File: src/rtl/floppy_host_pkg.sv
// constants and types for the floppy command host
package floppy_host_pkg;
    localparam logic [3:0] A_CTRL     = 4'h0;
    localparam logic [3:0] A_SEL      = 4'h1;
    localparam logic [3:0] A_PAR0     = 4'h2;
    localparam logic [3:0] A_PAR1     = 4'h3;
    localparam logic [3:0] A_STAT     = 4'h4;
    localparam logic [3:0] A_IRQ_STAT = 4'h5;
    localparam logic [3:0] A_IRQ_CLR  = 4'h6;
    localparam logic [3:0] A_IRQ_EN   = 4'h7;
    localparam logic [3:0] A_RES0     = 4'h8;
    localparam int         RES_DEPTH  = 4;
    localparam int         CTRL_FLAG_BIT = 4;
    localparam int         STAT_BUSY_BIT = 7;
    localparam int         EV_DONE    = 0;
    localparam int         EV_OVF     = 1;
    localparam int         HEAD_BIT   = 2;
    localparam int         DIR_BIT    = 6;
    localparam int         LOCK_BIT   = 7;
    localparam logic [7:0] CODE_RECAL      = 8'h07;
    localparam logic [7:0] CODE_SENSE_INT  = 8'h08;
    localparam logic [7:0] CODE_SPECIFY    = 8'h03;
    localparam logic [7:0] CODE_SEEK       = 8'h0F;
    localparam logic [7:0] CODE_CONFIGURE  = 8'h13;
    localparam logic [7:0] CODE_REL_SEEK   = 8'h8F;
    localparam logic [7:0] CODE_PERP       = 8'h12;
    localparam logic [7:0] CODE_LOCK       = 8'h14;
    localparam logic [7:0] CODE_DUMP       = 8'h0E;
    localparam logic [7:0] CODE_SENSE_DRV  = 8'h04;
    localparam int         CLK_NS     = 40;
    localparam int         SETTLE_NS  = 80;
    localparam logic [1:0] SETTLE_CYC =
        2'((SETTLE_NS + CLK_NS - 1) / CLK_NS);

    typedef enum logic [3:0] {
        K_RECAL, K_SENSE_INT, K_SPECIFY, K_SEEK, K_CONFIGURE, K_REL_SEEK,
        K_PERP, K_LOCK, K_DUMP, K_SENSE_DRV, K_RAW
    } cmd_kind_e;

    typedef struct packed {
        logic       wr;
        logic       rd;
        logic [3:0] addr;
        logic [7:0] wdata;
    } sw_req_s;

    typedef struct packed {
        logic       wr;
        logic       rd;
        logic [7:0] wdata;
    } dev_out_s;

    typedef struct packed {
        logic       ready;
        logic       to_host;
        logic [7:0] rdata;
    } dev_in_s;
endpackage : floppy_host_pkg

File: src/rtl/floppy_command_host.sv
// host-side sequencer driving the floppy controller command byte port
//
// The address map and the strobed register port were chosen for this implementation.
`timescale 1ns/1ns
`default_nettype none
module floppy_command_host (
    input  wire logic                     ref_clk,
    input  wire logic                     srst,
    input  wire floppy_host_pkg::sw_req_s sw_req,
    output logic [7:0]                    sw_rdata_q,
    output logic                          irq_q,
    output var floppy_host_pkg::dev_out_s dev_out_q,
    input  wire floppy_host_pkg::dev_in_s dev_in
);
    import floppy_host_pkg::*;

    typedef enum logic [2:0] {
        S_IDLE, S_POLL_W, S_GAP_W, S_POLL_R, S_CAP, S_GAP_R
    } state_e;

    state_e      state_q;
    cmd_kind_e   kind_q;
    logic        flag_q;
    logic [2:0]  sel_q;
    logic [7:0]  par0_q;
    logic [7:0]  par1_q;
    logic [2:0]  idx_q;
    logic [4:0]  nres_q;
    logic [1:0]  cnt_q;
    logic [7:0]  res_q [RES_DEPTH];
    logic [1:0]  irq_stat_q;
    logic [1:0]  irq_en_q;
    logic        start;
    logic        issue_wr;
    logic        issue_rd;
    logic        done_ev;
    logic        ovf_ev;
    logic        cap;
    logic [1:0]  clr_bits;
    logic [7:0]  sel_byte;

    function automatic logic [2:0] n_writes(input cmd_kind_e k);
        unique case (k)
            K_SENSE_INT, K_LOCK, K_DUMP, K_RAW: n_writes = 3'd1;
            K_RECAL, K_PERP, K_SENSE_DRV:       n_writes = 3'd2;
            K_CONFIGURE:                        n_writes = 3'd4;
            K_SPECIFY, K_SEEK, K_REL_SEEK:      n_writes = 3'd3;
            default:                            n_writes = 3'd1;
        endcase
    endfunction : n_writes

    function automatic logic [7:0] code_byte(input cmd_kind_e k,
                                             input logic f,
                                             input logic [7:0] raw);
        unique case (k)
            K_RECAL:     code_byte = CODE_RECAL;
            K_SENSE_INT: code_byte = CODE_SENSE_INT;
            K_SPECIFY:   code_byte = CODE_SPECIFY;
            K_SEEK:      code_byte = CODE_SEEK;
            K_CONFIGURE: code_byte = CODE_CONFIGURE;
            K_REL_SEEK:  code_byte = CODE_REL_SEEK | {1'b0, f, 6'h00};
            K_PERP:      code_byte = CODE_PERP;
            K_LOCK:      code_byte = CODE_LOCK | {f, 7'h00};
            K_DUMP:      code_byte = CODE_DUMP;
            K_SENSE_DRV: code_byte = CODE_SENSE_DRV;
            default:     code_byte = raw;
        endcase
    endfunction : code_byte

    assign sel_byte = {5'h00, sel_q[HEAD_BIT], sel_q[1:0]};

    function automatic logic [7:0] byte_at(input logic [2:0] i);
        logic [7:0] b;
        b = 8'h00;
        if (i == 3'd0) begin
            b = code_byte(kind_q, flag_q, par0_q);
        end else begin
            unique case (kind_q)
                // drive only, head bit stays zero
                K_RECAL:     b = {6'h00, sel_q[1:0]};
                // timing bytes, non-DMA flag in par1 bit 0
                K_SPECIFY:   b = (i == 3'd1) ? par0_q : par1_q;
                // target or step count after select
                K_SEEK, K_REL_SEEK: b = (i == 3'd1) ? sel_byte : par1_q;
                K_CONFIGURE: b = (i == 3'd1) ? sel_byte :
                                 (i == 3'd2) ? par0_q : par1_q;
                K_PERP:      b = par0_q;
                K_SENSE_DRV: b = sel_byte;
                default:     b = 8'h00;
            endcase
        end
        byte_at = b;
    endfunction : byte_at

    // orders given while busy are dropped; no queue behind the sequencer
    assign start    = sw_req.wr && sw_req.addr == A_CTRL && state_q == S_IDLE;
    // one byte only when the device asks for it
    assign issue_wr = state_q == S_POLL_W && dev_in.ready && !dev_in.to_host;
    assign issue_rd = state_q == S_POLL_R && dev_in.ready && dev_in.to_host;
    // ready without result ends the command
    assign done_ev  = state_q == S_POLL_R && dev_in.ready && !dev_in.to_host;
    // result byte only stands the cycle after the strobe, first gap cycle
    assign cap      = state_q == S_GAP_R && cnt_q == SETTLE_CYC;
    assign ovf_ev   = cap && nres_q >= 5'(RES_DEPTH);
    assign clr_bits = (sw_req.wr && sw_req.addr == A_IRQ_CLR) ?
                      sw_req.wdata[1:0] : 2'b00;

    always_ff @(posedge ref_clk) begin
        if (srst) begin
            state_q <= S_IDLE;
            idx_q   <= 3'd0;
            cnt_q   <= 2'd0;
        end else begin
            unique case (state_q)
                S_IDLE: begin
                    if (start) begin
                        idx_q   <= 3'd0;
                        state_q <= S_POLL_W;
                    end
                end
                S_POLL_W: begin
                    if (issue_wr) begin
                        idx_q   <= idx_q + 3'd1;
                        cnt_q   <= SETTLE_CYC;
                        state_q <= S_GAP_W;
                    end
                end
                // status needs time to follow a strobe before it is trusted
                S_GAP_W: begin
                    if (cnt_q <= 2'd1) begin
                        state_q <= (idx_q == n_writes(kind_q)) ?
                                   S_POLL_R : S_POLL_W;
                    end else begin
                        cnt_q <= cnt_q - 2'd1;
                    end
                end
                S_POLL_R: begin
                    if (issue_rd) begin
                        state_q <= S_CAP;
                    end else if (done_ev) begin
                        state_q <= S_IDLE;
                    end
                end
                S_CAP: begin
                    cnt_q   <= SETTLE_CYC;
                    state_q <= S_GAP_R;
                end
                S_GAP_R: begin
                    if (cnt_q <= 2'd1) begin
                        state_q <= S_POLL_R;
                    end else begin
                        cnt_q <= cnt_q - 2'd1;
                    end
                end
            endcase
        end
    end

    always_ff @(posedge ref_clk) begin
        if (srst) begin
            dev_out_q <= '0;
        end else begin
            dev_out_q.wr <= issue_wr;
            dev_out_q.rd <= issue_rd;
            if (issue_wr) begin
                dev_out_q.wdata <= byte_at(idx_q);
            end
        end
    end

    always_ff @(posedge ref_clk) begin
        if (srst) begin
            nres_q <= 5'd0;
            for (int i = 0; i < RES_DEPTH; i++) begin
                res_q[i] <= 8'h00;
            end
        end else if (start) begin
            nres_q <= 5'd0;
        end else if (cap) begin
            // read data stand in the cycle after the read strobe
            if (!ovf_ev) begin
                res_q[nres_q[1:0]] <= dev_in.rdata;
            end
            if (nres_q != 5'h1F) begin
                nres_q <= nres_q + 5'd1;
            end
        end
    end

    always_ff @(posedge ref_clk) begin
        if (srst) begin
            kind_q <= K_RECAL;
            flag_q <= 1'b0;
            sel_q  <= 3'd0;
            par0_q <= 8'h00;
            par1_q <= 8'h00;
        end else if (sw_req.wr && state_q == S_IDLE) begin
            unique case (sw_req.addr)
                A_CTRL: begin
                    kind_q <= (sw_req.wdata[3:0] > 4'(K_RAW)) ? K_RAW :
                              cmd_kind_e'(sw_req.wdata[3:0]);
                    flag_q <= sw_req.wdata[CTRL_FLAG_BIT];
                end
                A_SEL:   sel_q  <= sw_req.wdata[2:0];
                A_PAR0:  par0_q <= sw_req.wdata;
                A_PAR1:  par1_q <= sw_req.wdata;
                default: ;
            endcase
        end
    end

    always_ff @(posedge ref_clk) begin
        if (srst) begin
            irq_stat_q <= 2'b00;
            irq_en_q   <= 2'b00;
            irq_q      <= 1'b0;
        end else begin
            // a new event outranks a clear in the same cycle
            irq_stat_q <= (irq_stat_q & ~clr_bits) | {ovf_ev, done_ev};
            if (sw_req.wr && sw_req.addr == A_IRQ_EN) begin
                irq_en_q <= sw_req.wdata[1:0];
            end
            irq_q <= |(irq_stat_q & irq_en_q);
        end
    end

    always_ff @(posedge ref_clk) begin
        if (srst) begin
            sw_rdata_q <= 8'h00;
        end else if (sw_req.rd) begin
            unique case (sw_req.addr)
                A_CTRL:     sw_rdata_q <= {3'b000, flag_q, kind_q};
                A_SEL:      sw_rdata_q <= {5'h00, sel_q};
                A_PAR0:     sw_rdata_q <= par0_q;
                A_PAR1:     sw_rdata_q <= par1_q;
                A_STAT:     sw_rdata_q <= {state_q != S_IDLE, 2'b00, nres_q};
                A_IRQ_STAT: sw_rdata_q <= {6'h00, irq_stat_q};
                A_IRQ_EN:   sw_rdata_q <= {6'h00, irq_en_q};
                A_RES0, 4'h9, 4'hA, 4'hB:
                            sw_rdata_q <= res_q[sw_req.addr[1:0]];
                default:    sw_rdata_q <= 8'h00;
            endcase
        end else begin
            sw_rdata_q <= 8'h00;
        end
    end

    AST_STROBE_EXCL: assert property (@(posedge ref_clk) disable iff (srst)
        !(dev_out_q.wr && dev_out_q.rd)) else $error("write and read strobe together");
    AST_WR_SPACING: assert property (@(posedge ref_clk) disable iff (srst)
        dev_out_q.wr |=> !dev_out_q.wr [*2]) else $error("write strobes too close");
    AST_RECAL_CODE: assert property (@(posedge ref_clk) disable iff (srst)
        issue_wr && idx_q == 3'd0 && kind_q == K_RECAL
        |=> dev_out_q.wdata == CODE_RECAL) else $error("bad recalibrate code");
    AST_SENSE_INT: assert property (@(posedge ref_clk) disable iff (srst)
        issue_wr && kind_q == K_SENSE_INT
        |=> dev_out_q.wdata == CODE_SENSE_INT ##2 state_q == S_POLL_R)
        else $error("sense interrupt not one byte");
    AST_SPECIFY_ND: assert property (@(posedge ref_clk) disable iff (srst)
        issue_wr && kind_q == K_SPECIFY && idx_q == 3'd2
        |=> dev_out_q.wdata[0] == $past(par1_q[0])) else $error("non-DMA flag lost");
    AST_SEEK_TGT: assert property (@(posedge ref_clk) disable iff (srst)
        issue_wr && kind_q == K_SEEK && idx_q == 3'd2
        |=> dev_out_q.wdata == $past(par1_q)) else $error("seek target wrong");
    AST_REL_DIR: assert property (@(posedge ref_clk) disable iff (srst)
        issue_wr && kind_q == K_REL_SEEK && idx_q == 3'd0
        |=> dev_out_q.wdata[7] && dev_out_q.wdata[3:0] == 4'hF
            && dev_out_q.wdata[DIR_BIT] == $past(flag_q))
        else $error("relative seek code wrong");
    AST_LOCK_BITS: assert property (@(posedge ref_clk) disable iff (srst)
        issue_wr && kind_q == K_LOCK
        |=> dev_out_q.wdata[6:0] == CODE_LOCK[6:0]
            && dev_out_q.wdata[LOCK_BIT] == $past(flag_q))
        else $error("lock code wrong");
    AST_SEL_ZERO: assert property (@(posedge ref_clk) disable iff (srst)
        issue_wr && idx_q == 3'd1 && (kind_q == K_SEEK || kind_q == K_SENSE_DRV
            || kind_q == K_CONFIGURE || kind_q == K_REL_SEEK || kind_q == K_RECAL)
        |=> dev_out_q.wdata[7:3] == 5'h00) else $error("select byte high bits set");
    AST_RD_SPACING: assert property (@(posedge ref_clk) disable iff (srst)
        dev_out_q.rd |=> !dev_out_q.rd [*2]) else $error("read strobes too close");
    AST_WR_READY: assert property (@(posedge ref_clk) disable iff (srst)
        dev_out_q.wr |-> $past(dev_in.ready && !dev_in.to_host))
        else $error("write strobe without request");
    AST_RD_READY: assert property (@(posedge ref_clk) disable iff (srst)
        dev_out_q.rd |-> $past(dev_in.ready && dev_in.to_host))
        else $error("read strobe without result");
    AST_START_BUSY: assert property (@(posedge ref_clk) disable iff (srst)
        start |=> state_q == S_POLL_W) else $error("command did not start");
    AST_DONE_IDLE: assert property (@(posedge ref_clk) disable iff (srst)
        done_ev |=> state_q == S_IDLE) else $error("command did not end");
    AST_IRQ_LEVEL: assert property (@(posedge ref_clk) disable iff (srst)
        irq_q == $past(|(irq_stat_q & irq_en_q))) else $error("irq level wrong");
    AST_RES_COUNT: assert property (@(posedge ref_clk) disable iff (srst)
        cap && nres_q != 5'h1F |=> nres_q == $past(nres_q) + 5'd1)
        else $error("result count wrong");
    AST_OVF_KEEP: assert property (@(posedge ref_clk) disable iff (srst)
        ovf_ev |=> res_q[0] == $past(res_q[0])) else $error("overflow overwrote");
    AST_SPEC_CODE: assert property (@(posedge ref_clk) disable iff (srst)
        issue_wr && idx_q == 3'd0 && kind_q == K_SPECIFY
        |=> dev_out_q.wdata == CODE_SPECIFY) else $error("bad specify code");
    AST_CONF_CODE: assert property (@(posedge ref_clk) disable iff (srst)
        issue_wr && idx_q == 3'd0 && kind_q == K_CONFIGURE
        |=> dev_out_q.wdata == CODE_CONFIGURE) else $error("bad configure code");
    AST_PERP_PAR: assert property (@(posedge ref_clk) disable iff (srst)
        issue_wr && idx_q == 3'd1 && kind_q == K_PERP
        |=> dev_out_q.wdata == $past(par0_q)) else $error("perp byte wrong");
    AST_DUMP_CODE: assert property (@(posedge ref_clk) disable iff (srst)
        issue_wr && kind_q == K_DUMP
        |=> dev_out_q.wdata == CODE_DUMP) else $error("bad dump code");
    AST_SDRV_CODE: assert property (@(posedge ref_clk) disable iff (srst)
        issue_wr && idx_q == 3'd0 && kind_q == K_SENSE_DRV
        |=> dev_out_q.wdata == CODE_SENSE_DRV) else $error("bad sense drive code");
    AST_RAW_CODE: assert property (@(posedge ref_clk) disable iff (srst)
        issue_wr && kind_q == K_RAW
        |=> dev_out_q.wdata == $past(par0_q)) else $error("raw code wrong");
endmodule : floppy_command_host
`default_nettype wire

File: config.mk
export PLATFORM = sky130hd
export DESIGN_NAME = floppy_command_host
export DESIGN_NICKNAME = d
export VERILOG_FILES = /design/src/rtl/floppy_host_pkg.sv /design/src/rtl/floppy_command_host.sv
export SDC_FILE = /design/constraint.sdc
export NUM_CORES = 1
export LEC_CHECK = 0
export ABC_AREA = 1
export BUFFER_PORTS_ARGS = -buffer_cell sky130_fd_sc_hd__buf_2
export CAP_MARGIN = 30
export CELL_PAD_IN_SITES_DETAIL_PLACEMENT = 1
export CELL_PAD_IN_SITES_GLOBAL_PLACEMENT = 2
export CORE_ASPECT_RATIO = 0.9
export CORE_MARGIN = 10
export CORE_UTILIZATION = 31
export DETAILED_ROUTE_END_ITERATION = 8
export GPL_ROUTABILITY_DRIVEN = 0
export PLACE_DENSITY_LB_ADDON = 0.1
export SLEW_MARGIN = 0
export SYNTH_ARGS = -nofsm -noshare
export SYNTH_HDL_FRONTEND = slang
export SYNTH_SLANG_ARGS = --single-unit
File: constraint.sdc
create_clock -name ref_clk -period 2.1 [get_ports ref_clk]
set_clock_uncertainty 0.05 [all_clocks]
set_input_delay 0.105 -clock ref_clk [delete_from_list [all_inputs] [get_ports ref_clk]]
set_output_delay 0.105 -clock ref_clk [all_outputs]
set_load 0.02 [all_outputs]
==> results of run 1 <==
==> routing by layer <==
metal | track usage | part of all wire | vias up
met5 | 0 | 0 | -
met4 | 0.0366 | 0.015 | 0
met3 | 0.0379 | 0.029 | 17
met2 | 0.257 | 0.47 | 66
met1 | 0.200 | 0.49 | 2199
li1 | - | - | 2326
==> state kept, by name (all words and copies together), names as in the netlist, 2 cells and up, named ones only <==
| name | flops |
|---|---|
| state_q | 3 |
| idx_q | 3 |
| res_q | 32 |
| irq_en_q | 2 |
| par0_q | 8 |
| dev_out_q | 10 |
| sel_q | 3 |
| sw_rdata_q | 8 |
| cnt_q | 2 |
| par1_q | 8 |
| irq_stat_q | 2 |
| nres_q | 5 |
| kind_q | 4 |
==> kinds of logic after synthesis <==
group           synth area share
compound gates             0.153
simple gates               0.293
xor+xnor                 0.00531
buf+inv                   0.0741
fa+ha+maj                 0.0253
flops                      0.449
==> repair_timing <==
| item | 4_1_cts | 5_1_grt |
|---|---|---|
| resized for setup | 0 | 3 |
| setup endpoints to repair | 0 | 17 |
| endpoints found under the hold margin | 9 | 0 |
| hold buffers | 5 | 0 |
==> path summary, 6_finish.rpt <==
check	from	endpoint
worst max-delay path	srst	flip-flop
worst min-delay path	sw_req[4]	flag_q
worst max register to register	state_q[1]	flip-flop
worst min register to register	irq_en_q[1]	irq_q
==> power breakdown <==
group	total, mW	internal, mW	switching [mW]
logic	0.736	0.227	0.509
clock network	1.74	0.952	0.790
registers	2.05	1.98	0.0666
total	4.53	3.16	1.37
==> cell usage in the layout (no fill, tap or decap), drive strengths merged <==
cell type	netlist	final
clkinv	1	2
buf	7	57
edfxtp	32	32
nor2	78	78
ha	10	10
or2	2	2
a22oi	11	11
dlygate4sd3	0	5
bufinv	0	1
nand2	167	167
nand3	46	46
dfxtp	63	63
o21ai	54	54
inv	83	87
o22ai	9	9
xnor2	2	2
clkinvlp	0	1
a21oi	61	61
a211oi	3	3
nor3	18	18
clkbuf	4	9
o211ai	1	1
xor2	1	1
nand4	8	8
a31oi	2	2
==> critical path, stage by stage <==
cell and delay [ns]:
dlygate4sd3_1 0.53, buf_2 0.18, clkinvlp_4 0.21, buf_4 0.38
nand3_2 0.17, ha_1 0.31, inv_1 0.06, nand2_1 0.05
nand3_1 0.07, nand2_1 0.05
==> stage by stage <==
stage	cells	hold WS, ns	setup slack [ns]	total power, mW
after floorplan	663	0.190	0.0881	2.57
after global placement	911	0.327	0.246	2.81
after detailed placement	911	0.336	0.140	2.82
after CTS	932	0.00855	0.125	4.59
after global routing	932	0.0628	0.0435	4.78
final	932	0.0140	0.173	4.53
==> area by class of cell <==
type / instances / area [µm²]
clock buffer: 9 / 225
clock inverter: 7 / 85.1
inverter: 84 / 319
tap: 202 / 253
timing repair buffer: 62 / 368
multi-input combinational: 473 / 2370
sequential: 95 / 2220
fill: 1964 / 9710
==> impl_metrics.ini, run 1 <==
[route]
detail-route-antenna-nets = 0
drt_drc_violations_left = 0
route.final.wire_length_mm = 16.3
vias = 4608
via_per_instance_ratio = 4.94
avgRoutedWirePerCell_um = 17.5
first_iter_violations = 213
dr.pass1.iters = 4

[synthesis]
ys_seq_area_frac = 0.449
netlist_area_um2 = 4950
synth_nets = 699
postSynthCellCount = 663
largest_cells_by_area_after_synthesis = dfxtp_1 (25%), edfxtp_1 (19%), nand2_1 (12%), a21oi_1 (6.2%), inv_1 (5.5%)
post_synth_most_frequent_cells = nand2_1 (158), inv_1 (72), nor2_1 (64)
yosys.cell_types.count = 32
yosysWarningCount = 0
synth_ff_type = dfxtp_1
number_of_synthesized_flops_with_an_enable_pin = 32
largest_area_contributor_in_the_synthesized_netlist = dfxtp_1
yosys.cell_count.top_type = nand2_1
mean_post_synth_cell_area_um2 = 7.47
synth-seq-cells = 95
synth-async-reset-ratio = 0
synth_top_area_frac = 0.255

[die]
floorplan.die.height_um = 140
die_width_um = 153
dieArea_um2 = 21400
fp.coreArea_um2 = 15500
starting_density_of_the_core = 0.318
top_level_ports = 45
num_rows = 43

[cts]
numCtsBuffers = 9
worst_setup_hold_path_clk_slew_ns = 0.07
cts_root_buf = clkbuf_16
cts_num_sinks = 95
tritoncts = yes
post-cts-setup-buffers = 0
worstSkewPairLatency_ns = 0.36
htree_levels = 3
max-clock-path-buffers = 2

[grt]
grt_overflow_total = 0
grt_first_pass_wirelength_mm = 27.1
grt_max_degree = 36
antenna_found_initial = 0
total_routing_usage_gr = 0.156
number_of_global_route_vias_before_repair = 4966

[worst_hold_path]
whs_path_depth = 3
hp-class = input pin to flip-flop

[run]
drv_cap = 0

[place]
dp_hpwl_mm = 12.9
placed_cell_area_um2 = 5470
portBuffers = 44

[setup_path]
timing.critical_path.from_type = input pin
timing.critical_path.required_ns = 2.30
endpoint_kind_of_the_worst_setup_timing_path = flip-flop
critical_path.max_fanout = 35
data_arrival_time_at_the_worst_slack_endpoint_ns = 2.13
worst-r2r-setup-slack_ns = 0.23
critical_path_class = input pin to flip-flop
worst_r2r_path_depth = 11

[timing]
hold_violations = 0
unrepaired_setup_endpoints_after_global_routing = false
report.final.slew_viol_count = 0
setup_viol_count_final = 0
final_period_minus_worst_setup_slack_ns = 1.93
timing.final.crit_share = 0.917
timing.max_slew.rel_slack = 0.670
finalSetupTns_ns = 0
achievable_clock_frequency_mhz = 519
tightest_slew_ns = 0.493

[outcome]
outcome = finished clean

[finish]
insertedDiodeCount = 0
final_nets = 761
syn2layout_area_growth_pct = 17.9
non_filler_cell_area_final_um2 = 5840
post_route_cells_drive_above_1_share = 0.159
final_core_util = 0.375

[power]
p_leak_nw = 2.55
cellPowerDensity_nw_per_um2 = 775
power.ir.vdd_worst_uv = 516
No activity file was read; power rests on OpenSTA's default activity.
==> inputs of run 2 (changes only) <==
--- a/config.mk
+++ b/config.mk
@@ -16,6 +16,7 @@
 export DETAILED_ROUTE_END_ITERATION = 8
 export GPL_ROUTABILITY_DRIVEN = 0
 export PLACE_DENSITY_LB_ADDON = 0.1
+export RECOVER_POWER = 25
 export SLEW_MARGIN = 0
 export SYNTH_ARGS = -nofsm -noshare
 export SYNTH_HDL_FRONTEND = slang
==> impl_metrics.ini, run 2 (synthesis gave the netlist of run 1 again) <==
[finish]
syn2layout_area_growth_pct = 17.4
num-fill-cells = 1965
top_regs = res_q x32, dev_out_q x10
final_nets = 761
final-seq-area_um2 = 2220
largest_register_ffs = 32
largest_register = res_q
insertedDiodeCount = 0
non_filler_cell_area_final_um2 = 5810
multi_input_area_um2 = 2360
final_cell_mix = nand2_1 (156), inv_1 (73), nor2_1 (64)
post_route_cells_drive_above_1_share = 0.130
final_common_cell = nand2_1

[setup_path]
timing.critical_path.required_ns = 2.30
cp_slowest_stage_delay_ns = 0.53
critical_path.max_fanout = 35
data_arrival_time_at_the_worst_slack_endpoint_ns = 2.12
cell_family_contributing_the_most_delay_on_the_critical_path = buffers and inverters
crit-reg2reg-launch = state_q[1]
worst-r2r-setup-slack_ns = 0.23
instance_count_on_the_critical_path = 10
worstPathCellList = dlygate4sd3_1, buf_2, clkinvlp_4, buf_4, nand3_2, ha_1, inv_1, nand2_1, nand3_1, nand2_1
critical_path_class = input pin to flip-flop
endpoint_kind_of_the_worst_setup_timing_path = flip-flop
critical_path.n_buffers_inverters = 5
worst_r2r_path_depth = 11
critPathMostFrequentCell = nand2_1
timing.critical_path.from_type = input pin
cp_slowest_cell = dlygate4sd3_1

[power]
total_power_mw = 4.52
p_leak_nw = 2.47
power.ir.vdd_worst_uv = 516
cellPowerDensity_nw_per_um2 = 778

[grt]
grt_first_pass_wirelength_mm = 27.1
grt_max_degree = 36
total_routing_usage_gr = 0.156
antenna_found_initial = 0
grt_overflow_total = 0
number_of_global_route_vias_before_repair = 4966

[route]
avgRoutedWirePerCell_um = 17.5
drt_drc_violations_left = 0
route.final.wire_length_mm = 16.3
met3RoutedLength_um = 386
met2_wirelength_from_detailed_routing_mm = 7.74
highest_layer = met4
m1WireLength_mm = 7.93
detail-route-antenna-nets = 0
via_per_instance_ratio = 4.95
vias = 4612
first_iter_violations = 219
dr.pass1.iters = 4

[cts]
cts_num_sinks = 95
numCtsBuffers = 9
worstSkewPairLatency_ns = 0.35
post-cts-setup-buffers = 0
worst_setup_hold_path_clk_slew_ns = 0.07
max-clock-path-buffers = 2
cts_root_buf = clkbuf_16
htree_levels = 3
tritoncts = yes

[die]
floorplan.die.height_um = 140
num_rows = 43
top_level_ports = 45
starting_density_of_the_core = 0.318
dieArea_um2 = 21400
die_width_um = 153
fp.coreArea_um2 = 15500

[timing]
tightest_slew_ns = 0.496
report.final.slew_viol_count = 0
finalSetupTns_ns = 0
achievable_clock_frequency_mhz = 521
setup_viol_count_final = 0
timing.final.crit_share = 0.914
timing.max_slew.rel_slack = 0.668
hold_violations = 0
final_period_minus_worst_setup_slack_ns = 1.92
final_critical_path_setup_slack_ns = 0.180
unrepaired_setup_endpoints_after_global_routing = false

[place]
portBuffers = 44
dp_hpwl_mm = 12.9
place_worst_setup_slack_ns = 0.140
placed_cell_area_um2 = 5470

[worst_hold_path]
worst_hold_path.endpoint = flag_q
holdCritStartpoint = sw_req[4]
whs_path_depth = 3
hp-class = input pin to flip-flop

[run]
drv_cap = 0

[outcome]
outcome = finished clean
run 2: changes by cell type in the layout (fill, tap and decap cells not counted), sizes merged:
cell and change:
clkbuf +19, buf -19
run 2: area by class of cell:
type | count | area share
Multi-Input combinational cell | 473 | 0.406
Sequential cell | 95 | 0.383
Timing Repair Buffer | 62 | 0.0592
Inverter | 84 | 0.0549
Tap cell | 202 | 0.0435
Clock buffer | 9 | 0.0388
Clock inverter | 7 | 0.0146
run 2: metrics by stage:
step                      hold slack [ns]   util  instances
after floorplan                     0.190      -        663
after global placement              0.327  0.352        911
after detailed placement            0.336  0.352        911
after CTS                         0.00855  0.375        932
after global routing               0.0628  0.374        932
final                              0.0185  0.374        932
run 2: where the power goes:
group | switching (mW) | leakage (nW) | internal [mW]
clock network | 0.787 | 0.153 | 0.952
registers | 0.0670 | 0.840 | 1.98
logic | 0.509 | 1.47 | 0.220
run 2: worst max path at each step:
| stage | from | endpoint |
|---|---|---|
| after global placement | cnt_q[0] | res_q[0][0] |
| after CTS | cnt_q[0] | res_q[0][3] |
| final | srst | flip-flop |
| after floorplan | cnt_q[0] | res_q[2][0] |
| after global routing | state_q[1] | flip-flop |
| after detailed placement | cnt_q[0] | res_q[0][3] |
run 2: per-layer routing:
| layer | GRT usage | up-vias |
|---|---|---|
| met5 | 0 | - |
| li1 | - | 2327 |
| met2 | 0.257 | 56 |
| met1 | 0.200 | 2214 |
| met4 | 0.0366 | 0 |
| met3 | 0.0379 | 15 |
run 2: worst min-delay path, stage by stage:
cell and delay, ns:
buf_2 0.13, nor2_1 0.06, nor2_1 0.08
run 2: repair_timing:
item | CTS | global route
setup endpoints to repair | 0 | 17
hold endpoints to repair | 9 | 0
hold buffers | 5 | 0
resized for setup | 0 | 3
==> inputs of run 3 (changes only) <==
--- a/config.mk
+++ b/config.mk
@@ -15,7 +15,8 @@
 export CORE_UTILIZATION = 31
 export DETAILED_ROUTE_END_ITERATION = 8
 export GPL_ROUTABILITY_DRIVEN = 0
-export PLACE_DENSITY_LB_ADDON = 0.1
+export HOLD_SLACK_MARGIN = 0.12
+export PLACE_DENSITY = 0.83
 export RECOVER_POWER = 25
 export SLEW_MARGIN = 0
 export SYNTH_ARGS = -nofsm -noshare
==> impl_metrics.ini, run 3 (synthesis gave the netlist of run 1 again) <==
[outcome]
outcome = finished clean

[finish]
final-seq-area_um2 = 2220
final_cell_mix = nand2_1 (157), inv_1 (73), nor2_1 (66)
top_regs = res_q x32, dev_out_q x10
largest_register = res_q
num-fill-cells = 1904
largest_register_ffs = 32
multi_input_area_um2 = 2340
insertedDiodeCount = 0
final_nets = 776
post_route_cells_drive_above_1_share = 0.119
syn2layout_area_growth_pct = 20.1
final_common_cell = nand2_1
layoutNonFillerInstCount = 947

[setup_path]
cp-startpoint = cnt_q[0]
endpoint_kind_of_the_worst_setup_timing_path = flip-flop
data_arrival_time_at_the_worst_slack_endpoint_ns = 1.90
worstReg2RegEnd = res_q[0][2]
instance_count_on_the_critical_path = 8
cell_family_contributing_the_most_delay_on_the_critical_path = simple AND/OR/NAND/NOR gates
worstPathCellList = inv_1, ha_1, nand4_1, nor2_1, nand2_2, nor2_4, nand2_2, nand2_1
worst-r2r-setup-slack_ns = 0.19
cp_slowest_cell = dfxtp_1
critPathMostFrequentCell = nand2_2
crit-reg2reg-launch = cnt_q[0]
timing.critical_path.from_type = flip-flop
timing.critical_path.required_ns = 2.08
cp-endpoint = res_q[0][2]
critical_path.n_buffers_inverters = 1
critical_path.max_fanout = 9
worst_r2r_path_depth = 8
cp_slowest_stage_delay_ns = 0.32
critical_path_class = flip-flop to flip-flop

[power]
power.ir.vdd_worst_uv = 413
cell_internal_pwr_mw = 3.18
pwr-share-clk = 0.389
seq_power_share = 0.448
netSwitchingPower_mw = 1.40
p_leak_nw = 2.52
power_switching_share = 0.306
cellPowerDensity_nw_per_um2 = 771
comb_power_share = 0.164

[route]
via_per_instance_ratio = 4.98
avgRoutedWirePerCell_um = 17.0
drt_drc_violations_left = 0
vias = 4717
detail-route-antenna-nets = 0
route.final.wire_length_mm = 16.1
dr.pass1.iters = 5
first_iter_violations = 311

[cts]
htree_levels = 3
post-cts-setup-buffers = 0
numCtsBuffers = 9
cts_root_buf = clkbuf_16
worstSkewPairLatency_ns = 0.36
worst_setup_hold_path_clk_slew_ns = 0.07
tritoncts = yes
max-clock-path-buffers = 2
cts_num_sinks = 95

[timing]
timing.final.crit_share = 0.911
hold_slack_ns = 0.144
timing.max_slew.rel_slack = 0.650
finalSetupTns_ns = 0
setup_viol_count_final = 0
tightest_slew_ns = 0.523
final_critical_path_setup_slack_ns = 0.187
achievable_clock_frequency_mhz = 523
hold_violations = 0
report.final.slew_viol_count = 0
final_period_minus_worst_setup_slack_ns = 1.91
unrepaired_setup_endpoints_after_global_routing = false

[die]
num_rows = 43
fp.coreArea_um2 = 15500
top_level_ports = 45
floorplan.die.height_um = 140
dieArea_um2 = 21400
starting_density_of_the_core = 0.318
die_width_um = 153

[place]
place_worst_setup_slack_ns = 0.158
portBuffers = 44
placed_instances = 910
dp_hpwl_mm = 12.5

[worst_hold_path]
holdCritStartpoint = sw_req[13]
hp-class = input pin to flip-flop

[grt]
number_of_global_route_vias_before_repair = 4962
total_routing_usage_gr = 0.151
grt_max_degree = 33
antenna_found_initial = 0
grt_first_pass_wirelength_mm = 26.5
grt_overflow_total = 0

[run]
drv_cap = 0
==> run 3: changes by cell type in the layout (fill, tap and decap cells not counted), moves of 2 or more <==
cell           previous run  this run
dlygate4sd3_1             5        21
buf_4                    13        11
inv_8                     3         5
nor2_1                   64        66
==> run 3: worst reg2reg max path: cells and delay by family (launching register included) <==
family                     cells  cell delay [ns]
adders and majority gates      1             0.15
and+or+nand+nor                6             0.98
DFF                            1             0.32
buffers and inverters          1             0.09
==> run 3: area by class of cell <==
type | instances | share of cell area
multi-input cells | 473 | 0.394
repair buffers | 77 | 0.0829
inverters | 84 | 0.0530
flip-flops and latches | 95 | 0.374
clock inverters | 7 | 0.0158
well taps | 202 | 0.0425
clock buffers | 9 | 0.0379
==> run 3: stage by stage <==
| step | power, mW | utilization | instance area, µm² |
|---|---|---|---|
| 3_5_place_dp | 2.83 | 0.351 | 5460 |
| 6_report | 4.58 | 0.382 | 5950 |
| 4_1_cts | 4.64 | 0.385 | 5990 |
| 3_3_place_gp | 2.79 | 0.351 | 5460 |
| 5_1_grt | 4.81 | 0.382 | 5950 |
| 2_1_floorplan | 2.57 | - | 4950 |
==> run 3: metal layers <==
layer,track usage,part of all wire,routed length (µm)
met4,0.0471,0.019,313
met2,0.250,0.47,7640
met1,0.187,0.47,7560
met3,0.0373,0.037,600
met5,0,0,0
==> run 3: what timing repair did <==
action,CTS,global route
resized for setup,0,1
hold endpoints to repair,56,0
hold buffers,21,0
setup endpoints to repair,0,8
==> run 3: worst min path at each step <==
stage / end / slack, ns / cells after the start
2_1_floorplan: flag_q / 0.19 / 2
3_3_place_gp: dev_out_q[8] / 0.32 / 3
3_5_place_dp: dev_out_q[8] / 0.33 / 3
4_1_cts: irq_en_q[1] / 0.12 / 4
5_1_grt: irq_en_q[0] / 0.16 / 4
6_report: irq_en_q[1] / 0.14 / 4
==> run 3: power groups by stage <==
stage / Combinational, mW / Clock (mW) / Sequential, mW
after global routing: 0.861 / 1.89 / 2.06
after detailed placement: 0.735 / 0 / 2.09
after global placement: 0.706 / 0 / 2.09
after CTS: 0.769 / 1.82 / 2.05
after floorplan: 0.470 / 0 / 2.10
final: 0.751 / 1.78 / 2.05
